`config.mk`:
```
export PLATFORM = sky130hd
export DESIGN_NAME = csw_clock_switch_ctrl
export DESIGN_NICKNAME = d
export VERILOG_FILES = /design/src/rtl/csw_clock_switch_ctrl.v /design/src/rtl/csw_icyc_div.v
export VERILOG_INCLUDE_DIRS = /design/src /design/src/common
export SDC_FILE = /design/constraint.sdc
export NUM_CORES = 1
export LEC_CHECK = 0
export BUFFER_PORTS_ARGS = -buffer_cell sky130_fd_sc_hd__buf_2
export CAP_MARGIN = 10
export CELL_PAD_IN_SITES_DETAIL_PLACEMENT = 2
export CELL_PAD_IN_SITES_GLOBAL_PLACEMENT = 2
export CORE_MARGIN = 5
export CORE_UTILIZATION = 30
export CTS_BUF_LIST = sky130_fd_sc_hd__clkbuf_8 sky130_fd_sc_hd__clkbuf_16
export DETAILED_ROUTE_END_ITERATION = 10
export PLACE_DENSITY = 0.86
export SYNTH_ARGS = -nofsm -noshare
export SYNTH_HDL_FRONTEND = slang
export SYNTH_SLANG_ARGS = --single-unit
```
`constraint.sdc`:
```
create_clock -name core_clk_in -period 2.4 [get_ports core_clk_in]
set_input_delay 0.24 -clock core_clk_in [delete_from_list [all_inputs] [get_ports core_clk_in]]
set_output_delay 0.24 -clock core_clk_in [all_outputs]
set_load 0.05 [all_outputs]
```
`src/common/csw_map.vh`:
```
// csw_map.vh: offsets, field positions, reset values and timing counts
// of the clock switch hold and status block. definitions only.
`ifndef CSW_MAP_VH
`define CSW_MAP_VH

// register addresses (word index on the plain register port)
`define CSW_ADDR_HOLD_STATUS 4'h0
`define CSW_ADDR_IRQ_STATUS 4'h1
`define CSW_ADDR_IRQ_MASK 4'h2

// hold and status register fields
`define CSW_BIT_HOLD 7
`define CSW_BIT_SOSC_PWR 6
`define CSW_BIT_OSC_RDY 4
`define CSW_BIT_NEW_RDY 3
`define CSW_HOLD_STATUS_RST 8'h00

// interrupt status / mask fields
`define CSW_IRQ_HELD 0
`define CSW_IRQ_DONE 1
`define CSW_IRQ_MASK_RST 8'h00

// instruction cycle = 4 system clocks
`define CSW_ICYC_CLKS 4
`define CSW_ICYC_CNT_W 2

`endif

```
`src/rtl/csw_clock_switch_ctrl.v`:
```
// csw_clock_switch_ctrl.v: clock switch hold and status control.
// assumes the oscillator selection registers and the oscillators sit outside;
// all inputs except the asynchronous active-low reset rstn_in are synchronous to core_clk_in.
//
// Behaviour
// hold bit 1 holds switch and interrupts on ready; 0 lets it proceed.
// power select bit 1 runs secondary oscillator high power, 0 low power.
// oscillator-ready flag is 1 when current equals requested selection.
// new-ready flag set when switching and new oscillator ready, lag one cycle.
// hold 0: switch next instruction cycle after flag set, flag clears.
// hardware clears the hold bit once a held switch is carried out.
//
// Local design decisions: the placing of the registers and the strobed register port.
`timescale 1ns/10ps
`include "csw_map.vh"

module csw_clock_switch_ctrl (
    input wire core_clk_in,
    input wire rstn_in,
    input wire [3:0] reg_addr_in,
    input wire [7:0] reg_wdata_in,
    input wire reg_wr_in,
    input wire reg_rd_in,
    output reg [7:0] reg_rdata_out,
    input wire [2:0] requested_osc_select_in,
    input wire [2:0] current_osc_select_in,
    input wire new_osc_ready_in,
    output reg switch_clock_out,
    output reg secondary_osc_power_select_out,
    output wire irq_out
);
    localparam ST_IDLE = 3'b001;
    localparam ST_WAIT = 3'b010;
    localparam ST_HELD = 3'b100;
    localparam [7:0] HS_RST = `CSW_HOLD_STATUS_RST;
    localparam [7:0] IRQ_MASK_RST = `CSW_IRQ_MASK_RST;
    localparam [7:0] IRQ_MASK_BITS = 8'h03;

    wire icyc_en;
    reg [2:0] state_q;
    reg [2:0] state_d;
    reg hold_q;
    reg new_rdy_q;
    reg [7:0] irq_stat_q;
    reg [7:0] irq_mask_q;
    reg held_evt;
    reg done_evt;
    reg do_switch;
    wire in_progress;
    wire osc_rdy;
    wire [7:0] status_byte;
    wire wr_hold_sel;
    wire wr_mask_sel;
    wire rd_stat_sel;
    reg hold_d;
    reg pwr_d;
    reg [7:0] irq_mask_d;
    reg [7:0] irq_stat_d;
    reg [7:0] rdata_d;

    csw_icyc_div u_div (
        .core_clk_in(core_clk_in),
        .rstn_in(rstn_in),
        .icyc_en_out(icyc_en)
    );

    function wire_sel;
        input [3:0] a;
        input [3:0] b;
        begin
            wire_sel = (a == b);
        end
    endfunction

    assign in_progress = (requested_osc_select_in != current_osc_select_in);
    assign osc_rdy = !in_progress;
    // new-ready drops as soon as the selections match, not one clock later
    assign status_byte = {hold_q, secondary_osc_power_select_out, 1'b0, osc_rdy,
                          new_rdy_q && in_progress, 3'b000};

    // switch sequencing on instruction-cycle boundaries
    always @* begin
        state_d = state_q;
        held_evt = 1'b0;
        done_evt = 1'b0;
        do_switch = 1'b0;
        case (state_q)
            ST_IDLE: begin
                if (in_progress && new_osc_ready_in && icyc_en) begin
                    if (hold_q) begin
                        state_d = ST_HELD;
                        held_evt = 1'b1;
                    end else begin
                        state_d = ST_WAIT;
                    end
                end
            end
            ST_WAIT: begin
                if (!in_progress || !new_osc_ready_in) begin
                    state_d = ST_IDLE;
                end else if (hold_q) begin
                    state_d = ST_HELD;
                    held_evt = 1'b1;
                end else if (icyc_en) begin
                    do_switch = 1'b1;
                    done_evt = 1'b1;
                    state_d = ST_IDLE;
                end
            end
            ST_HELD: begin
                if (!in_progress || !new_osc_ready_in) begin
                    state_d = ST_IDLE;
                end else if (!hold_q && icyc_en) begin
                    do_switch = 1'b1;
                    done_evt = 1'b1;
                    state_d = ST_IDLE;
                end
            end
            default: begin
                state_d = ST_IDLE;
            end
        endcase
    end

    always @(posedge core_clk_in or negedge rstn_in) begin
        if (!rstn_in) begin
            state_q <= ST_IDLE;
            new_rdy_q <= 1'b0;
            switch_clock_out <= 1'b0;
        end else begin
            state_q <= state_d;
            switch_clock_out <= do_switch;
            new_rdy_q <= (state_d == ST_WAIT) || (state_d == ST_HELD);
        end
    end

    // register port decode
    assign wr_hold_sel = reg_wr_in && wire_sel(reg_addr_in, `CSW_ADDR_HOLD_STATUS);
    assign wr_mask_sel = reg_wr_in && wire_sel(reg_addr_in, `CSW_ADDR_IRQ_MASK);
    assign rd_stat_sel = reg_rd_in && wire_sel(reg_addr_in, `CSW_ADDR_IRQ_STATUS);

    // software-visible control bits; the hardware clear after a held switch
    // beats a software write in the same cycle
    always @* begin
        hold_d = hold_q;
        pwr_d = secondary_osc_power_select_out;
        irq_mask_d = irq_mask_q;
        if (wr_hold_sel) begin
            hold_d = reg_wdata_in[`CSW_BIT_HOLD];
            pwr_d = reg_wdata_in[`CSW_BIT_SOSC_PWR];
        end
        if (wr_mask_sel) begin
            irq_mask_d = reg_wdata_in & IRQ_MASK_BITS;
        end
        if (do_switch && (state_q == ST_HELD)) begin
            hold_d = 1'b0;
        end
    end

    always @(posedge core_clk_in or negedge rstn_in) begin
        if (!rstn_in) begin
            hold_q <= HS_RST[`CSW_BIT_HOLD];
            secondary_osc_power_select_out <= HS_RST[`CSW_BIT_SOSC_PWR];
            irq_mask_q <= IRQ_MASK_RST;
        end else begin
            hold_q <= hold_d;
            secondary_osc_power_select_out <= pwr_d;
            irq_mask_q <= irq_mask_d;
        end
    end

    // sticky event bits: read clears, a new event in the same cycle wins
    always @* begin
        irq_stat_d = irq_stat_q;
        if (rd_stat_sel) begin
            irq_stat_d = 8'h00;
        end
        if (held_evt) begin
            irq_stat_d[`CSW_IRQ_HELD] = 1'b1;
        end
        if (done_evt) begin
            irq_stat_d[`CSW_IRQ_DONE] = 1'b1;
        end
    end

    always @(posedge core_clk_in or negedge rstn_in) begin
        if (!rstn_in) begin
            irq_stat_q <= 8'h00;
        end else begin
            irq_stat_q <= irq_stat_d;
        end
    end

    // interrupt level: any unmasked sticky event
    assign irq_out = |(irq_stat_q & irq_mask_q);

    // read data stand only in the cycle after the strobe, zero otherwise
    always @* begin
        rdata_d = 8'h00;
        if (reg_rd_in) begin
            case (reg_addr_in)
                `CSW_ADDR_HOLD_STATUS: begin
                    rdata_d = status_byte;
                end
                `CSW_ADDR_IRQ_STATUS: begin
                    rdata_d = irq_stat_q;
                end
                `CSW_ADDR_IRQ_MASK: begin
                    rdata_d = irq_mask_q;
                end
                default: begin
                    rdata_d = 8'h00;
                end
            endcase
        end
    end

    always @(posedge core_clk_in or negedge rstn_in) begin
        if (!rstn_in) begin
            reg_rdata_out <= 8'h00;
        end else begin
            reg_rdata_out <= rdata_d;
        end
    end
endmodule

```
`src/rtl/csw_icyc_div.v`:
```
// csw_icyc_div.v: divider giving a one-cycle instruction-cycle enable.
// assumes one clock, asynchronous active-low reset.
`timescale 1ns/10ps
`include "csw_map.vh"

module csw_icyc_div (
    input wire core_clk_in,
    input wire rstn_in,
    output wire icyc_en_out
);
    reg [`CSW_ICYC_CNT_W-1:0] cnt_q;

    always @(posedge core_clk_in or negedge rstn_in) begin
        if (!rstn_in) begin
            cnt_q <= {`CSW_ICYC_CNT_W{1'b0}};
        end else begin
            cnt_q <= cnt_q + 1'b1;
        end
    end

    assign icyc_en_out = (cnt_q == (`CSW_ICYC_CLKS - 1));
endmodule

```
==> results of run 1 <==
timing repair:
action,4_1_cts,5_1_grt
hold endpoints to repair,18,0
hold buffers,1,0
setup buffers,0,0
resized for setup,0,0
layer usage:
metal / track usage, % / vias to the layer above / wire, um
li1: - / 342 / -
met2: 21.5 / 27 / 1160
met1: 13.5 / 356 / 928
met5: 0 / - / 0
met4: 5.54 / 0 / 38
met3: 2.59 / 4 / 130
synth_stat cells, drive strengths merged:
cell	count	area, sq um
a31oi	2	12.5
mux2i	1	10.0
a2bb2oi	1	8.76
nand2	1	3.75
nor3	1	5.00
a21oi	1	5.00
dfstp	1	26.3
a22oi	3	22.5
a211oi	1	12.5
nand3	5	25.0
nor2	7	26.3
xnor2	3	26.3
o21a	1	7.51
inv	4	15.0
buf	2	15.0
or4	1	11.3
and3	1	6.26
o22a	2	17.5
conb	1	3.75
dfrtp	18	450
ha	2	25.0
and2	2	12.5
nand3b	1	7.51
a22o	2	17.5
a31o	1	8.76
nor2b	4	25.0
mux2	3	33.8
nor4	2	12.5
a21o	1	7.51
nand2b	5	31.3
final timing paths:
path,endpoint,cells past startpoint
min reg2reg,reg_rdata_out[3]$_DFF_PN0_,1
max reg2reg,new_rdy_q$_DFF_PN0_,4
min in group asynchronous,reg_rdata_out[4]$_DFF_PN0_,2
max in group asynchronous,state_q[0]$_DFF_PN1_,2
min,irq_mask_q[0]$_DFFE_PN0P_,2
max,new_rdy_q$_DFF_PN0_,4
cell type report:
| type | instances | area share [%] |
|---|---|---|
| Sequential cell | 19 | 43.0 |
| Clock inverter | 1 | 0.338 |
| Tap cell | 31 | 3.49 |
| Inverter | 4 | 1.35 |
| Timing Repair Buffer | 28 | 13.1 |
| Clock buffer | 3 | 3.72 |
| Multi-Input combinational cell | 56 | 35.1 |
metrics by stage:
stage	instance area, sq um	total power [mW]	std cells	hold slack (ns)	utilization, %
after floorplan	896	0.481	81	-0.0556	-
after global placement	1050	0.525	137	0.202	37.6
after detailed placement	1050	0.534	137	0.209	37.6
after CTS	1110	0.756	142	0.210	39.6
after global routing	1110	0.795	142	0.213	39.6
final	1110	0.749	142	0.219	39.6
sequential cells by signal, summed over array words and instances, names as in the netlist:
name,cells
secondary_osc_power_select_out,1
hold_q,1
switch_clock_out,1
u_div.cnt_q,2
state_q,3
new_rdy_q,1
irq_mask_q,2
reg_rdata_out,6
irq_stat_q,2
report_power, final:
| part | internal, mW | total, mW | leakage (nW) | switching, mW |
|---|---|---|---|---|
| clock network | 0.114 | 0.224 | 0.0269 | 0.110 |
| logic | 0.0580 | 0.150 | 0.280 | 0.0918 |
| registers | 0.349 | 0.376 | 0.247 | 0.0273 |
| total | 0.521 | 0.749 | 0.555 | 0.229 |
kinds of logic (layout without fill, tap and decap cells):
family                   count (synthesis)  after routing  synth area share, %
multiplexers                             4              4                 4.91
flip-flops                              19             19                 53.4
buffers and inverters                    6             36                 3.37
XOR/XNOR                                 3              3                 2.95
AO/OA/AOI/OAI                           15             15                 13.5
other                                    1              2                0.420
adder cells (fa/ha/maj)                  2              2                 2.80
AND/OR/NAND/NOR                         30             30                 18.7
==> summary.md, run 1 <==
| Metric | Value |
|---|---|
| N_diodes | 0 |
| Yosys reg bits | 19 |
| CP Launch Type | flop |
| Clock Latency Late Sink | 0.26 ns |
| Clk root buf | clkbuf_8 |
| CP max stage cell | or4_4 |
| Fin. Hold Viols | 0 |
| Critical path class | flop to flop |
| Total track usage | 12.0% |
| Post-Syn Area per Cell | 11.2 sq um |
| CP Capture Type | flop |
| Syn. warnings | 0 |
| Total CTS buffers | 3 |
| Die width | 64.5 um |
| Storage cell area | about 480 sq um |
| First-pass GRT wire length | slightly below 4000 um |
| RSZ-0062 raised after global routing | no |
| Max-capacitance violation count | 0 |
| Vias per inst | about 5 |
| Port bufs | 27 |
| R2r setup slk | 0.78 ns |
| Multi-input logic area | 389 sq um |
| Synth-to-layout area growth | 24.4% |
| DIE AREA | 4160 sq um |
| Drt drc | 0 |
| Cell family with most CP delay | compound AO/OA/AOI/OAI gates |
| Commonest cells after routing, fill and taps aside | buf_2 (27), dfrtp_1 (18), nor2_1 (7) |
| Routed WL | ~2300 um |
| Post-place setup slack | 0.766 ns |
| Starting DRC count in detailed routing | 13 |
| Hold wc startpoint | reg_wdata_in[0] |
| Fmax | 619 MHz |
| Status | finished, final reports clean |
| GP Congestion | 0.754 |
| Fillers | 316 |
| # IOs | 34 |
| Vias in the first global route | around 830 |
| Final Critical Period | between 1.5 and 2 ns |
| Cell variety after synth | 30 |
| Setup tns final | 0 ns |
| Max H-tree Level | 1 |
| Final HPWL DP | between 1500 and 2000 um |
| Longest Clk Path Bufs | 2 |
| Max stage delay on crit path | 0.42 ns |
| Final ANT Viol Nets | 0 |
| Critical-path cell list | ha_1 > o21a_1 > or4_4 > a211oi_2 |
| Crit path required time | 2.57 ns |
| Fin Clk Skew | between 0.002 and 0.003 ns |
| Starting Density | 31.8% |
| Fraction of layout cells with a size suffix above 1 | 32.4% |
| Post-synthesis instance total | 80 |
| CTS clk-pin slew, worst paths | roughly 0.07 ns |
| Initial antenna violation count | 0 |
| Crit Path Max Fanout | 3 |
| Most common cell after layout, fill and taps aside | buf_2 |
| Fin nets | 137 |
| Max Slew Vio Count | 0 |
| Chip height | 64.5 um |
| Leak | 0.555 nW |
| Crit path buf inv count | 0 |
| Total clock sinks | 19 |
| FP Rows | 19 |
| Cell area after synthesis | 892 sq um |
| Final setup margin | ~0.78 ns |
| R2R Path Start | u_div.cnt_q[0]$_DFF_PN0_ |
| Worst vdd ir | 0.000175 V |
| Final Cycle Share | 67.3% |
| CTS tree | yes |
| Setup violators final | 0 |
| Detailed Routing Iterations Pass 1 | 2 |
| Largest net degree at the start of global routing | 20 |
| Total gr overflow | 0 |
| Vias after detailed routing | 729 |
| Post-synthesis sequential area ratio | 53.4% |
| Core Region | 2810 sq um |
| Min-Delay Path Class | input port to flop |
| Worst EP arrival | 1.78 ns |
| WL/cell | ~16 um |
| CP Launch Point | u_div.cnt_q[0]$_DFF_PN0_ |
| Pwr/cell area | 675 nW/um^2 |
(Power assumes the default switching activity.)
==> run 2, diff against run 1 <==
- CORE_UTILIZATION: 30 -> 28
- PLACE_DENSITY: 0.86 -> 0.82
- clock period: 2.4 -> 1.5 ns (I/O delays scaled with it)
==> run 2 against run 1 <==
  * First-iteration DRC count rose by 85%
  * Wire length up 11%
  * Final cell count up 14%
  * Register-to-register slack got worse by 0.78 ns
  * Via count is 4.1% higher
  * Maximum frequency is 8.3% higher
  * Hold slack got worse by 0.096 ns
  * Clock skew is 0.0044 ns higher
  * Critical endpoint unchanged
==> summary.md, run 2 (same netlist as run 1, synthesis figures left out) <==
| Metric | Value |
|---|---|
| Fmax | 670 MHz |
| Final Cycle Share | slightly below 100% |
| R2R Path Start | u_div.cnt_q[0]$_DFF_PN0_ |
| Pint | 0.838 mW |
| Final setup margin | ~0.0080 ns |
| Starting DRC count in detailed routing | 24 |
| CP max stage cell | or4_4 |
| Pwr/cell area | 1020 nW/um^2 |
| Largest regs | reg_rdata_out: 6 flops, state_q: 3 flops |
| Max H-tree Level | 1 |
| Fin Clk Skew | approximately 0.007 ns |
| P_sw | 0.369 mW |
| Critical path class | flop to flop |
| RSZ-0062 raised after global routing | yes |
| Min-Delay Path Class | input port to flop |
| Biggest register | reg_rdata_out |
| CTS tree | yes |
| Critical-path cell list | ha_2 > nand3b_1 > o21a_1 > or4_4 > a211oi_2 |
| Die width | approximately 66 um |
| Fin nets | around 140 |
| Final std cells w/o fill | around 160 |
| CP Launch Point | u_div.cnt_q[0]$_DFF_PN0_ |
| Largest net degree at the start of global routing | 20 |
| # IOs | 34 |
| Switching fraction of total power | 30.6% |
| Design area | around 1200 sq um |
| Max FFs per register | 6 |
| Placed inst area | approximately 1100 sq um |
| GP Congestion | just over 0.8 |
| Max stage delay on crit path | 0.43 ns |
| Commonest cells after routing, fill and taps aside | buf_2 (27), dfrtp_1 (18), nor2_1 (7), buf_4 (7) |
| R2r setup slk | about 0.0080 ns |
| CP Launch Type | flop |
| Chip height | roughly 66 um |
| Status | finished, final reports clean |
| WL/cell | 15.5 um |
| R2R cell count | 5 |
| DIE AREA | 4410 sq um |
| Total chip power | 1.21 mW |
| Initial antenna violation count | 0 |
| Detailed Routing Iterations Pass 1 | 4 |
| Crit path required time | 1.68 ns |
| Leak | 0.583 nW |
| Crit path capture | new_rdy_q$_DFF_PN0_ |
| Worst EP arrival | 1.67 ns |
| Vias in the first global route | 912 |
| Sequential share of power | between 40% and 50% |
| Final ANT Viol Nets | 0 |
| Routed WL | 2510 um |
| First-pass GRT wire length | around 4100 um |
| Total clock sinks | 19 |
| Starting Density | 29.2% |
| Fraction of layout cells with a size suffix above 1 | between 30% and 40% |
| Post-place setup slack | -0.0552 ns |
| Most common cell after layout, fill and taps aside | buf_2 |
| Final HPWL DP | 2020 um |
| Crit Path Max Fanout | 3 |
| Vias after detailed routing | 759 |
| Placed cells | roughly 150 |
| Core Region | 3050 sq um |
| Worst vdd ir | about 0.00022 V |
| CTS clk-pin slew, worst paths | 0.07 ns |
| Fillers | 362 |
| CP Capture Type | flop |
| Port bufs | 27 |
| Total track usage | 12.6% |
| N_diodes | 0 |
| Total CTS buffers | 3 |
| Max Slew Vio Count | 0 |
| FP Rows | 20 |
| Clk root buf | clkbuf_8 |
| Final Critical Period | between 1 and 1.5 ns |
| Setup violators final | 0 |
| Total gr overflow | 0 |
| Clock power share | 29.4% |
| Longest Clk Path Bufs | 2 |
| FF-to-FF End | new_rdy_q$_DFF_PN0_ |
| Comb pwr share | a little over a fifth |
| Vias per inst | roughly 4.7 |
| Max-capacitance violation count | 0 |
| Fin. Hold Viols | 0 |
| Drt drc | 0 |
| Synth-to-layout area growth | 32.7% |
| Clock Latency Late Sink | approximately 0.26 ns |
==> run 2: stage by stage <==
stage / hold slack, ns / utilization (%) / setup TNS [ns]
after floorplan: -0.146 / - / 0
after global placement: 0.107 / 36.1 / -0.00350
after detailed placement: 0.114 / 36.1 / -0.0552
after CTS: 0.127 / 38.5 / 0
after global routing: 0.127 / 38.8 / -0.0715
final: 0.123 / 38.8 / 0
==> run 2: how the worst min path moves through the flow <==
stage	startpoint	to	cells past startpoint
6_report	reg_wdata_in[6]	secondary_osc_power_select_out$_DFFE_PN0P_	2
5_1_grt	reg_wdata_in[6]	secondary_osc_power_select_out$_DFFE_PN0P_	2
4_1_cts	reg_wdata_in[6]	secondary_osc_power_select_out$_DFFE_PN0P_	2
3_5_place_dp	rstn_in	secondary_osc_power_select_out$_DFFE_PN0P_	1
3_3_place_gp	rstn_in	reg_rdata_out[6]$_DFF_PN0_	1
2_1_floorplan	rstn_in	hold_q$_DFFE_PN0P_	0
==> run 2: power by group through the flow <==
stage	Clock (mW)	Combinational (mW)	Sequential, mW
floorplan	0	0.142	0.627
global placement	0	0.242	0.604
detailed placement	0	0.253	0.611
CTS	0.358	0.256	0.600
global route	0.386	0.275	0.609
finish	0.354	0.253	0.600
==> run 2: critical path, delay by kind of cell, from the launching register on <==
family          cells  cell delay (ns)
simple gates        2             0.52
fa+ha+maj           1             0.19
flops               1             0.39
compound gates      2             0.31
==> run 2: metal layers <==
metal,up-vias,wire (um),track usage [%]
met5,-,0,0
met4,0,14,6.60
met3,2,156,2.72
met2,30,1350,23.4
met1,372,988,12.9
li1,355,-,-
==> run 2: cell type report <==
type                            count  area [sq um]  area share, %
Sequential cell                    19           477           40.3
Multi-Input combinational cell     56           394           33.3
Timing Repair Buffer               35           198           16.7
Tap cell                           44          55.1           4.65
Clock buffer                        3          41.3           3.49
Inverter                            4          15.0           1.27
Clock inverter                      1          3.75          0.317
==> run 2: repair_timing <==
| item | CTS | global route |
|---|---|---|
| endpoints found under the setup margin | 1 | 1 |
| pin swaps | 2 | 0 |
| endpoints found under the hold margin | 18 | 0 |
| setup buffers | 2 | 1 |
| gates resized for setup | 2 | 0 |
| hold buffers | 1 | 0 |
==> run 3, diff against run 2 <==
- SETUP_SLACK_MARGIN: unset -> 0.02
==> run 3 against run 2 <==
  * Core utilization unchanged
  * Clock skew unchanged
  * First-iteration DRC count unchanged
  * Via count unchanged
  * Total power unchanged
  * Final cell count unchanged
  * Non-clock buffer count unchanged
  * Sequential cell count unchanged
  * Critical path type unchanged
  * Critical endpoint unchanged
  * Largest power group unchanged
==> summary.md, run 3 (same netlist as run 1, synthesis figures left out) <==
| Metric | Value |
|---|---|
| Multi-input logic area | 394 sq um |
| Chip height | 66.4 um |
| Post-place setup slack | -0.0552 ns |
| Design area | 1180 sq um |
| Drt drc | 0 |
| Worst vdd ir | 0.000219 V |
| Critical path class | flop to flop |
| Largest regs | reg_rdata_out: 6 flops, state_q: 3 flops |
| First-pass GRT wire length | approximately 4000 um |
| Fin. Hold Viols | 0 |
| FP Rows | 20 |
| Final ANT Viol Nets | 0 |
| R2R Path Start | u_div.cnt_q[0]$_DFF_PN0_ |
| Leak | about 0.58 nW |
| Fraction of layout cells with a size suffix above 1 | 38.1% |
| CTS tree | yes |
| WL/cell | 15.5 um |
| Final Cycle Share | 99.4% |
| Die width | 66.4 um |
| R2r setup slk | 0.009 ns |
| Synth-to-layout area growth | 32.7% |
| Fmax | roughly 670 MHz |
| RSZ-0062 raised after global routing | yes |
| Commonest cells after routing, fill and taps aside | buf_2 (27), dfrtp_1 (18), nor2_1 (7), buf_4 (7) |
| Detailed Routing Iterations Pass 1 | 4 |
| Vias in the first global route | 912 |
| Total gr overflow | 0 |
| Fin nets | 144 |
| FF-to-FF End | new_rdy_q$_DFF_PN0_ |
| Placed inst area | 1100 sq um |
| Starting DRC count in detailed routing | 24 |
| DIE AREA | approximately 4400 sq um |
| Total track usage | 12.6% |
| Setup violators final | 0 |
| Crit path required time | 1.68 ns |
| Max H-tree Level | 1 |
| Port bufs | 27 |
| R2R cell count | 5 |
| GP Congestion | 0.811 |
| Fin Clk Skew | roughly 0.007 ns |
| Status | finished, final reports clean |
| CP Capture Type | flop |
| Pwr/cell area | 1020 nW/um^2 |
| Most common cell after layout, fill and taps aside | buf_2 |
| Max Slew Vio Count | 0 |
| Initial antenna violation count | 0 |
| Clock Latency Late Sink | roughly 0.26 ns |
| Vias per inst | 4.69 |
| Final Critical Period | between 1 and 1.5 ns |
| Crit path capture | new_rdy_q$_DFF_PN0_ |
| Longest Clk Path Bufs | 2 |
| Max FFs per register | 6 |
| CP Launch Type | flop |
| Largest net degree at the start of global routing | 20 |
| Worst EP arrival | 1.67 ns |
| Vias after detailed routing | 759 |
| N_diodes | 0 |
| CTS clk-pin slew, worst paths | 0.07 ns |
| Core Region | 3050 sq um |
| Max-capacitance violation count | 0 |
| Final setup margin | 0.00931 ns |
| Routed WL | 2510 um |
| Storage cell area | between 400 and 500 sq um |
| Crit Path Max Fanout | 3 |
| Final HPWL DP | 2020 um |
| Biggest register | reg_rdata_out |
| Min-Delay Path Class | input port to flop |
| Total clock sinks | 19 |
| CP Launch Point | u_div.cnt_q[0]$_DFF_PN0_ |
| Final core occ | 38.8% |
| Fillers | 362 |
| Starting Density | about 30% |
| Clk root buf | clkbuf_8 |
| Total CTS buffers | 3 |
| # IOs | 34 |
run 3: cell counts in the layout (fill, tap and decap cells not counted):
Identical to the previous run, type by type.
run 3: per-layer routing:
| layer | track usage, % | share of wire (%) |
|---|---|---|
| met1 | 12.9 | 39 |
| met2 | 23.4 | 54 |
| met3 | 2.72 | 6.2 |
| met4 | 6.60 | 0.56 |
| met5 | 0 | 0 |
run 3: cell type report:
type | instances | share of cell area, %
clock buffer | 3 | 3.49
clock inverter | 1 | 0.317
inverter | 4 | 1.27
timing repair buffer | 35 | 16.7
tap | 44 | 4.65
multi-input combinational | 56 | 33.3
sequential | 19 | 40.3
run 3: stage by stage:
stage | hold slack [ns] | cells | TNS [ns] | power, mW
global route | 0.127 | 162 | -0.0663 | 1.27
floorplan | -0.146 | 81 | 0 | 0.769
detailed placement | 0.114 | 154 | -0.0552 | 0.864
finish | 0.123 | 162 | 0 | 1.21
CTS | 0.127 | 161 | 0 | 1.21
global placement | 0.107 | 154 | -0.00350 | 0.847
run 3: how the worst min path moves through the flow:
stage                     from                                          to  slack (ns)  cells past startpoint
6_report       reg_wdata_in[6]  secondary_osc_power_select_out$_DFFE_PN0P_        0.12                      2
5_1_grt        reg_wdata_in[6]  secondary_osc_power_select_out$_DFFE_PN0P_        0.13                      2
4_1_cts        reg_wdata_in[6]  secondary_osc_power_select_out$_DFFE_PN0P_        0.13                      2
3_5_place_dp           rstn_in  secondary_osc_power_select_out$_DFFE_PN0P_        0.11                      1
3_3_place_gp           rstn_in                  reg_rdata_out[6]$_DFF_PN0_        0.11                      1
2_1_floorplan          rstn_in                          hold_q$_DFFE_PN0P_       -0.15                      0
run 3: repair_timing:
action	in CTS	in global routing
hold endpoints to repair	18	0
pin swaps	3	0
gates resized for setup	2	0
hold buffers	1	0
buffers inserted	2	1
setup endpoints to repair	1	1
run 3: critical path: stages, from the launching register on:
cell and delay [ns]:
dfrtp_1 0.39, ha_2 0.19, nand3b_1 0.09, o21a_1 0.12, or4_4 0.43, a211oi_2 0.19
run 3: where the power goes:
part	switching, mW	leakage, nW	internal, mW
clock	0.172	0.0269	0.182
sequential	0.0420	0.247	0.558
combinational	0.155	0.309	0.0978
total	0.369	0.583	0.838
